`src/logic/idle_timer_pkg.sv`:
```
// shared constants and types for the idle wakeup timer
package idle_timer_pkg;

  // ==========================================================================
  // counter and clocking
  localparam int           CNT_W          = 16;
  localparam int           OSC_DIV        = 5;
  localparam int           TAP_BASE_BIT   = 11;
  localparam int           TAP_SPAN       = 4;
  localparam logic [15:0]  COUNT_RESET    = 16'hffff;

  // ==========================================================================
  // register map (byte addresses)
  localparam logic [7:0]   OFS_PERIOD_SEL = 8'h00;
  localparam logic [7:0]   OFS_INT_CTRL   = 8'h04;
  localparam logic [7:0]   OFS_IRQ_STATUS = 8'h08;
  localparam logic [7:0]   OFS_IRQ_MASK   = 8'h0c;

  // ==========================================================================
  // field layout and reset values
  localparam int           PCODE_LSB      = 0;
  localparam int           PCODE_W        = 3;
  localparam int           RESERVED_MUST_BE_ZERO_HI_LSB    = 3;
  localparam int           RESERVED_MUST_BE_ZERO_ONE_BIT   = 6;
  localparam logic [2:0]   PCODE_MAX      = 3'h4;
  localparam logic [7:0]   PERIOD_RESET   = 8'h40;
  localparam int           INT_PEND_BIT   = 5;
  localparam int           INT_EN_BIT     = 4;
  localparam int           INT_GIE_BIT    = 0;
  localparam int           IRQ_TICK_BIT   = 0;

  // ==========================================================================
  // wishbone carriers
  typedef struct packed {
    logic        cyc;
    logic        stb;
    logic        we;
    logic [7:0]  adr;
    logic [3:0]  sel;
    logic [31:0] dat;
  } wb_req_s;

  typedef struct packed {
    logic        ack;
    logic [31:0] dat;
  } wb_rsp_s;

  // reserved codes fall back to the longest period
  function automatic logic [2:0] tap_offset(input logic [2:0] code);
    tap_offset = (code > PCODE_MAX) ? PCODE_MAX : code;
  endfunction

endpackage

```
`src/logic/osc_prescaler.sv`:
```
// divides the oscillator clock down to one instruction-cycle tick
`timescale 1ns/100ps
module osc_prescaler
#(
  parameter int DIV = idle_timer_pkg::OSC_DIV
)
(
  input  wire logic core_clk,
  input  wire logic rst_b,
  output logic      instrTick
);
  import idle_timer_pkg::*;

  // elaboration check: the phase counter is only eight bits wide
  if (DIV < 2 || DIV > 255)
  begin : g_div_range
    $error("prescaler divide out of range");
  end

  logic [7:0] phaseQ;
  logic [7:0] phaseD;
  logic       tickQ;
  wire        lastPhase = (phaseQ == 8'(DIV - 1));

  // ==========================================================================
  // phase counter
  assign phaseD = lastPhase ? 8'h00 : phaseQ + 8'h01;

  always_ff @(posedge core_clk)
  begin
    if (!rst_b)
    begin
      phaseQ <= 8'h00;
      tickQ  <= 1'b0;
    end
    else
    begin
      phaseQ <= phaseD;
      tickQ  <= lastPhase;
    end
  end

  assign instrTick = tickQ;
endmodule

```
`src/logic/underflow_tap.sv`:
```
// picks the tap bit and flags the cycle in which it underflows
`timescale 1ns/100ps
module underflow_tap
(
  input  wire logic        instrTick,
  input  wire logic [15:0] count,
  input  wire logic [2:0]  periodCode,
  output logic             tapUnderflow
);
  import idle_timer_pkg::*;

  wire [2:0]  tapOfs  = tap_offset(periodCode);
  // low bits up to and including the tap, bit 11 .. bit 15
  wire [15:0] lowMask = 16'hffff >> (3'(TAP_SPAN) - tapOfs);

  // the tap bit underflows when all bits below and at it wrap from zero
  assign tapUnderflow = instrTick && ((count & lowMask) == 16'h0000);

endmodule

```
`src/logic/idle_wakeup_timer.sv`:
```
// idle wakeup timer: free-running counter, tap, flags and wishbone registers
`timescale 1ns/100ps
module idle_wakeup_timer
(
  input  wire logic                    core_clk,
  input  wire logic                    rst_b,
  input  wire idle_timer_pkg::wb_req_s wbReq,
  output idle_timer_pkg::wb_rsp_s      wbRsp,
  output logic                         irq,
  output logic                         idleIrqReq,
  output logic                         portG6ClearPulse,
  output logic                         deviceResetReq,
  output logic [15:0]                  timeBase,
  output logic                         timeBaseTick
);
  import idle_timer_pkg::*;

  // ==========================================================================
  // instruction-cycle tick and idle counter
  logic        instrTick;
  logic [15:0] idleCounterQ;
  logic [15:0] idleCounterD;
  logic        tapUnderflow;

  osc_prescaler #(
    .DIV       (OSC_DIV)
  ) u_prescaler (
    .core_clk  (core_clk),
    .rst_b     (rst_b),
    .instrTick (instrTick)
  );

  // free running; wrap from zero to all ones comes from the natural borrow
  assign idleCounterD = instrTick ? idleCounterQ - 16'h0001
                                  : idleCounterQ;

  always_ff @(posedge core_clk)
  begin
    if (!rst_b)
      idleCounterQ <= COUNT_RESET;
    else
      idleCounterQ <= idleCounterD;
  end

  // ==========================================================================
  // register state
  logic [7:0] periodSelQ;
  logic [7:0] periodSelD;
  logic       pendingQ;
  logic       pendingD;
  logic       irqEnableQ;
  logic       gieQ;
  logic [0:0] irqStatusQ;
  logic [0:0] irqStatusD;
  logic [0:0] irqMaskQ;
  logic       ackQ;
  logic [31:0] rdataQ;
  logic       reqQ;
  logic       portClearQ;
  logic       resetReqQ;
  logic       tickOutQ;

  wire [2:0] periodCode = periodSelQ[PCODE_LSB +: PCODE_W];

  underflow_tap u_tap (
    .instrTick    (instrTick),
    .count        (idleCounterQ),
    .periodCode   (periodCode),
    .tapUnderflow (tapUnderflow)
  );

  // ==========================================================================
  // wishbone decode
  wire        busReq    = wbReq.cyc && wbReq.stb && !ackQ;
  wire        wrLane    = busReq && wbReq.we && wbReq.sel[0];
  wire [7:0]  wrByte    = wbReq.dat[7:0];
  wire        hitPeriod = (wbReq.adr == OFS_PERIOD_SEL);
  wire        hitIntCtl = (wbReq.adr == OFS_INT_CTRL);
  wire        hitStatus = (wbReq.adr == OFS_IRQ_STATUS);
  wire        hitMask   = (wbReq.adr == OFS_IRQ_MASK);
  wire        wrPeriod  = wrLane && hitPeriod;
  wire        wrIntCtl  = wrLane && hitIntCtl;
  wire        wrStatus  = wrLane && hitStatus;
  wire        wrMask    = wrLane && hitMask;

  // legacy software writing zero to the high reserved bits forces a reset
  wire        badHigh   = (wrByte[7:RESERVED_MUST_BE_ZERO_HI_LSB] == 5'h00);
  wire        selfReset = wrPeriod && badHigh;

  // reserved bits are kept as written; software is trusted to follow
  assign periodSelD = (wrPeriod && !badHigh) ? wrByte : periodSelQ;

  // pending: writing one to bit 5 clears it, an underflow in the same cycle
  // still wins so no event is lost
  wire pendClear = wrIntCtl && wrByte[INT_PEND_BIT];
  assign pendingD = tapUnderflow ? 1'b1
                                 : (pendingQ && !pendClear);

  wire statClear = wrStatus && wrByte[IRQ_TICK_BIT];
  assign irqStatusD[0] = tapUnderflow ? 1'b1
                                      : (irqStatusQ[0] && !statClear);

  wire [7:0] intCtlRead =
      {2'b00, pendingQ, irqEnableQ, 3'b000, gieQ};

  wire [31:0] readMux =
      hitPeriod ? {24'h000000, periodSelQ} :
      hitIntCtl ? {24'h000000, intCtlRead} :
      hitStatus ? {31'h00000000, irqStatusQ} :
      hitMask   ? {31'h00000000, irqMaskQ} :
                  32'h00000000;

  // ==========================================================================
  // registers
  always_ff @(posedge core_clk)
  begin
    if (!rst_b)
    begin
      periodSelQ <= PERIOD_RESET;
      pendingQ   <= 1'b0;
      irqEnableQ <= 1'b0;
      gieQ       <= 1'b0;
      irqStatusQ <= 1'b0;
      irqMaskQ   <= 1'b0;
    end
    else
    begin
      periodSelQ <= periodSelD;
      pendingQ   <= pendingD;
      irqStatusQ <= irqStatusD;
      if (wrIntCtl)
      begin
        irqEnableQ <= wrByte[INT_EN_BIT];
        gieQ       <= wrByte[INT_GIE_BIT];
      end
      if (wrMask)
        irqMaskQ <= wrByte[IRQ_TICK_BIT];
    end
  end

  // ==========================================================================
  // bus answer and event outputs
  always_ff @(posedge core_clk)
  begin
    if (!rst_b)
    begin
      ackQ       <= 1'b0;
      rdataQ     <= 32'h00000000;
      reqQ       <= 1'b0;
      portClearQ <= 1'b0;
      resetReqQ  <= 1'b0;
      tickOutQ   <= 1'b0;
    end
    else
    begin
      ackQ       <= busReq;
      rdataQ     <= busReq ? readMux : 32'h00000000;
      reqQ       <= pendingQ && irqEnableQ && gieQ;
      portClearQ <= tapUnderflow;
      resetReqQ  <= selfReset;
      tickOutQ   <= instrTick;
    end
  end

  assign wbRsp.ack        = ackQ;
  assign wbRsp.dat        = rdataQ;
  assign idleIrqReq       = reqQ;
  assign portG6ClearPulse = portClearQ;
  assign deviceResetReq   = resetReqQ;
  // watchdog and halt start-up logic share this count rather than own timers
  assign timeBase         = idleCounterQ;
  assign timeBaseTick     = tickOutQ;
  assign irq              = |(irqStatusQ & irqMaskQ);
endmodule

```
`config.mk`:
```
export PLATFORM = sky130hd
export DESIGN_NAME = idle_wakeup_timer
export DESIGN_NICKNAME = d
export VERILOG_FILES = /design/src/logic/idle_timer_pkg.sv /design/src/logic/osc_prescaler.sv /design/src/logic/underflow_tap.sv /design/src/logic/idle_wakeup_timer.sv
export SDC_FILE = /design/constraint.sdc
export NUM_CORES = 1
export LEC_CHECK = 0
export BUFFER_PORTS_ARGS = -buffer_cell sky130_fd_sc_hd__buf_2
export CAP_MARGIN = 40
export CORE_MARGIN = 2
export CORE_UTILIZATION = 53
export CTS_BUF_LIST = sky130_fd_sc_hd__clkbuf_4
export CTS_CLUSTER_DIAMETER = 200
export DETAILED_ROUTE_END_ITERATION = 12
export GPL_TIMING_DRIVEN = 0
export MAX_ROUTING_LAYER = met4
export PLACE_DENSITY = 0.93
export SLEW_MARGIN = 20
export SYNTH_ARGS = -nofsm -noshare
export SYNTH_HDL_FRONTEND = slang
export SYNTH_HIERARCHICAL = 1
export SYNTH_SLANG_ARGS = --single-unit
export TNS_END_PERCENT = 5
```
`constraint.sdc`:
```
create_clock -name core_clk -period 2.5 [get_ports core_clk]
set_input_delay 0.5 -clock core_clk [delete_from_list [all_inputs] [get_ports core_clk]]
set_output_delay 0.5 -clock core_clk [all_outputs]
set_load 0.01 [all_outputs]
```
; ---- After elaboration in Yosys (flattened, before gate mapping)
; Cells that the tools add are included.
[totals]
ff_bits = 75
[classes]
n_eq_ne = 4
muxes = 7
shifts = 1
magnitude_cmp = 1
bitwise_logic = 4
add_sub_neg = 3
n_reduce_logical = 27
[op_table]
columns = cell, count
row1 = $logic_and A1 B1 Y1, 17
row2 = $and A16 B16 Y16, 1
row3 = $eq A8 B3 Y1 const B, 2
row4 = $eq A8 B4 Y1 const B, 2
row5 = $logic_not A16 Y1, 1
row6 = $shr A16 B3 Y16 const A, 1
row7 = $sub A16 B1 Y16 const B, 1
row8 = $add A8 B1 Y8 const B, 1
row9 = $logic_not A8 Y1, 1
row10 = $mux W8, 1
row11 = $mux W6, 1
row12 = $logic_not A5 Y1, 1
row13 = $reduce_or A5 Y1, 1
row14 = $logic_not A1 Y1, 4
row15 = $mux W1, 4
row16 = $gt A3 B3 Y1 const B, 1
row17 = $mux W3, 1
row18 = $sub A3 B3 Y3 const A, 1
row19 = $not A1 Y1, 2
row20 = $reduce_and A2 Y1, 1
row21 = $reduce_or A2 Y1, 1
row22 = $and A1 B1 Y1, 1

; ---- Longest topological paths before layout
[depth]
ltp_word = 9
mapped_depth = 8
depth_no_buf = 8

; ---- By module
; The synthesis kept the hierarchy.
[by_module_without_submodules]
columns = mod, instances, area_per_inst_um2, cells_each
row1 = idle_wakeup_timer, 1, 1941.9, 203
row2 = osc_prescaler, 1, 405.4, 44
row3 = underflow_tap, 1, 135.1, 16

; ---- Worst setup path after synthesis
; Ideal clock, no wire load.
[synth_path]
path_type = register to register
startpoint = register periodSelQ[2]
endpoint = register pendingQ
synth_period_minus_slack_ns = 1.686
stages_incl_launch_ff = 8
arrival_time_ns = 1.611
t_required_ns = 2.426
path_buffers = 0
slack_ns = 0.814
cell_sequence = dfxtp_1 -> nand2b_1 -> ha_1 -> nor2b_4 -> a2111oi_2 -> o2111a_1 -> o21ai_0 -> a31oi_1
[synth_between]
elab_chain_cells = 8
[synth_rtl]
columns = element, line_no
row1 = "start, declared", idle_wakeup_timer.sv:47  ; logic [7:0] periodSelQ;
row2 = "start signal, assigned", idle_wakeup_timer.sv:128  ; periodSelQ <= periodSelD;
row3 = $gt A3 B3 Y1, idle_timer_pkg.sv:50  ; tap_offset = (code > PCODE_MAX) ? PCODE_MAX : code;
row4 = $mux W3 *, idle_timer_pkg.sv:50
row5 = $sub A3 B3 Y3 *, underflow_tap.sv:14  ; wire [15:0] lowMask = 16'hffff >> (3'(TAP_SPAN) - tapOfs);
row6 = $shr A16 B3 Y16 *, underflow_tap.sv:14
row7 = $and A16 B16 Y16 *, underflow_tap.sv:17  ; assign tapUnderflow = instrTick && ((count & lowMask) == 16'h0000);
row8 = $logic_not A16 Y1 *, underflow_tap.sv:17
row9 = $logic_and A1 B1 Y1 *, underflow_tap.sv:17
row10 = net tapUnderflow, idle_wakeup_timer.sv:23  ; logic tapUnderflow;
row11 = $mux W1 *, idle_wakeup_timer.sv:96  ; assign pendingD = tapUnderflow ? 1'b1
row12 = "end signal, assigned", idle_wakeup_timer.sv:129  ; pendingQ <= pendingD;
row13 = "end, declared", idle_wakeup_timer.sv:49  ; logic pendingQ;
; The timed path passes the listed nets; every way through them passes the cells marked *.
; A chain may end at the register's enable or synchronous reset.

; ---- Worst setup path after layout
; Ends and elaborated chain as after synthesis.

==> results.sh <==
export IMPL_post_route_drc_count=0
export IMPL_first_global_vias=1840
export IMPL_syn_area_per_cell_um2=9.44
export IMPL_dp_hpwl_mm=3.89
export IMPL_ioPinCount=103
export IMPL_crit_path_end="pendingQ$_SDFF_PN0_"
export IMPL_synth_compound_area_share_pct=8.57
export IMPL_cp_data_required_time_ns=2.81
export IMPL_first_pass_iters=4
export IMPL_leakagePower_nw=1.32
export IMPL_hp_class="in2reg"
export IMPL_endpoint_kind="flop"
export IMPL_hold_viol=0
export IMPL_crit_chain="nand2b_1 > ha_1 > nor2b_4 > a2111oi_2 > o2111a_1 > o21ai_0 > a31oi_1"
export IMPL_synth_top_family_by_area="simple AND/OR/NAND/NOR gates"
export IMPL_cts_resized=0
export IMPL_cp_top_family="compound AO/OA/AOI/OAI gates"
export IMPL_tns_ns=0
export IMPL_r2r_end="pendingQ$_SDFF_PN0_"
export IMPL_critPathMaxFanout=5
export IMPL_via_count=2057
export IMPL_gp_congestion=0.894
export IMPL_powerDensity_nw_per_um2=453
export IMPL_fin_cells=395
export IMPL_grt_max_degree=17
export IMPL_numCtsBuffers=5
export IMPL_numPlacedInstances=387
export IMPL_fmax_mhz=545
export IMPL_synthAdderAreaFrac_pct=3.02
export IMPL_grt_pass1_wl_mm=8.12
export IMPL_fin_crit_ns=1.83
export IMPL_crit_arrival_ns=2.14
export IMPL_core_area_um2=4440
export IMPL_synth_largest_area_cell="dfxtp_1"
export IMPL_via_per_inst=5.21
export IMPL_diodes=0
export IMPL_rsz0062_at_grt="false"
export IMPL_ctsHtreeMaxLevel=2
export IMPL_rows=24
export IMPL_antenna_found_initial=0
export IMPL_synth_area_mux_share_pct=4.13
export IMPL_clock_tree_root_cell="clkbuf_4"
export IMPL_ys_warn_count=6
export IMPL_cts_sinks=51
export IMPL_synth_area_leaders="dfxtp_1 (41%), buf_4 (7.9%), nand2_1 (3.6%)"
export IMPL_synth_xor_xnor_area_share_pct=4.23
export IMPL_ant_nets=0
export IMPL_slew_viol_final=0
export IMPL_io_buffers=49
export IMPL_ir_drop_v=0.000224
export IMPL_wl_mm=5.04
export IMPL_yosysTopAreaCellShare_pct=41.1
export IMPL_setup_viol=0
export IMPL_critPathKind="reg2reg"
export IMPL_clk_latency_ns=0.38
export IMPL_clock_skew_ns=0.0124
export IMPL_synth_cell_types=50
export IMPL_track_usage_pct=20.5
export IMPL_area_growth_pct=18.2
export IMPL_slowest_stage="dfxtp_1"
export IMPL_cts_setup_buffers=0
export IMPL_r2r_slack_ns=0.67
export IMPL_cap_violations=0
export IMPL_slew_headroom_pct=65.9
export IMPL_critPathMaxStageDelay_ns=0.37
export IMPL_r2r_worst_path_cells=7
export IMPL_reg2reg_from="periodSelQ[2]$_SDFFE_PN0P_"
export IMPL_cts_max_path_buffers=2
export IMPL_synthArstFlopShare_pct=0
export IMPL_die_area_um2=5250
export IMPL_path_buf_inv=0
export IMPL_crit_start="periodSelQ[2]$_SDFFE_PN0P_"
export IMPL_crit_cells=7
export IMPL_status="complete, no violations"
export IMPL_nets=397
export IMPL_final_util_pct=66.0
export IMPL_drt_iter0_drc=104
export IMPL_worst_slew_pin_slew_ns=0.509
export IMPL_final_cell_mix="dfxtp_1 (51), buf_2 (50), buf_4 (26)"
export IMPL_final_common_cell="dfxtp_1"
export IMPL_synth_simple_area_share_pct=27.7
export IMPL_ys_dominant_reg_cell="dfxtp_1"
export IMPL_clk_pin_slew_ns=0.15
export IMPL_fillers=364
export IMPL_cp_start_kind="flop"
export IMPL_timing_final_crit_share_pct=73.3
export IMPL_avgRoutedWirePerCell_um=12.8
export IMPL_synth_seq_cells=51
export IMPL_cts_tree="done"
export IMPL_die_y_um=72.4
export IMPL_yosysSeqAreaShare_pct=41.1
export IMPL_synth_area_um2=2480
export IMPL_gr_total_overflow=0
export IMPL_die_x_um=72.4
export IMPL_start_util_pct=55.9
export IMPL_cts_hold_buffers=0
export IMPL_synth_edff_count=0
export IMPL_p_total_w=0.00133
export IMPL_netlist_instances=263
export IMPL_drive_above_1_share_pct=28.6
## sequential cells by signal, indices dropped and copies added (netlist names), 8 cells and up
| register | cells |
|---|---|
| timeBase | 16 |
| periodSelQ | 8 |
| u_prescaler/phaseQ | 8 |
| rdataQ | 8 |
## area by class of cell
cell class,count,area (µm²),share of cell area (%)
clock inverters,3,18.8,0.639
clock buffers,5,37.5,1.28
well taps,52,65.1,2.22
inverters,13,48.8,1.66
repair buffers,49,245,8.35
multi-input cells,188,1270,43.4
flip-flops and latches,51,1020,34.8
plain buffers,34,226,7.72
## how the worst min path moves through the flow
stage | end | slack [ns] | start | cells after the start
after floorplan | rdataQ[6]$_SDFF_PN0_ | 0.42 | periodSelQ[6]$_SDFFE_PN1P_ | 2
after global placement | periodSelQ[5]$_SDFFE_PN0P_ | 0.44 | periodSelQ[5]$_SDFFE_PN0P_ | 2
after detailed placement | rdataQ[6]$_SDFF_PN0_ | 0.45 | periodSelQ[6]$_SDFFE_PN1P_ | 2
after CTS | periodSelQ[3]$_SDFFE_PN0P_ | 0.32 | wbReq[3] | 2
after global routing | periodSelQ[3]$_SDFFE_PN0P_ | 0.33 | wbReq[3] | 2
final | periodSelQ[3]$_SDFFE_PN0P_ | 0.33 | wbReq[3] | 2
## per-stage QoR
stage               hold slack [ns]  cell area (µm²)  setup WS (ns)
floorplan                     0.424             2570          0.814
global placement              0.442             2880          0.600
detailed placement            0.449             2880          0.533
CTS                           0.324             2940          0.647
global route                  0.326             2940          0.486
finish                        0.335             2940          0.667
## power breakdown
part           switching (W)  leakage [nW]  internal [W]
Clock               0.000259        0.0354      0.000110
Combinational      0.0000693         0.870     0.0000600
Sequential        0.00000947         0.412      0.000820
Total               0.000338          1.32      0.000991
## cells by family (layout without fill, tap and decap cells)
kind of cell | count (synthesis) | count (layout)
flip-flops | 51 | 51
buffers and inverters | 47 | 104
AO/OA/AOI/OAI | 28 | 28
adder cells (fa/ha/maj) | 6 | 6
multiplexers | 9 | 9
XOR/XNOR | 12 | 12
other | 1 | 24
AND/OR/NAND/NOR | 109 | 109
## Yosys cell counts (2+ instances only)
cell	n
a32o_1	3
o21ai_0	8
and2_1	8
nor4b_1	3
nor2b_1	3
mux2i_1	8
a21oi_1	7
nand4_1	5
o31ai_1	3
nor3_1	6
xor2_1	6
clkbuf_1	7
dfxtp_1	51
inv_1	12
xnor2_1	6
nand2b_1	2
or3_1	6
nor4_1	4
nand3_1	11
and4_1	3
or4_1	3
and3_1	3
nand2_1	24
nor2_1	15
buf_4	26
ha_1	6
## routing by layer
metal	wire length (µm)	global-route usage, %	vias up
met4	64	8.85	0
li1	-	-	1033
met1	2040	23.6	927
met5	0	-	-
met2	2620	34.4	91
met3	309	4.31	6
Note: power is estimated with default switching activity, not from simulation.
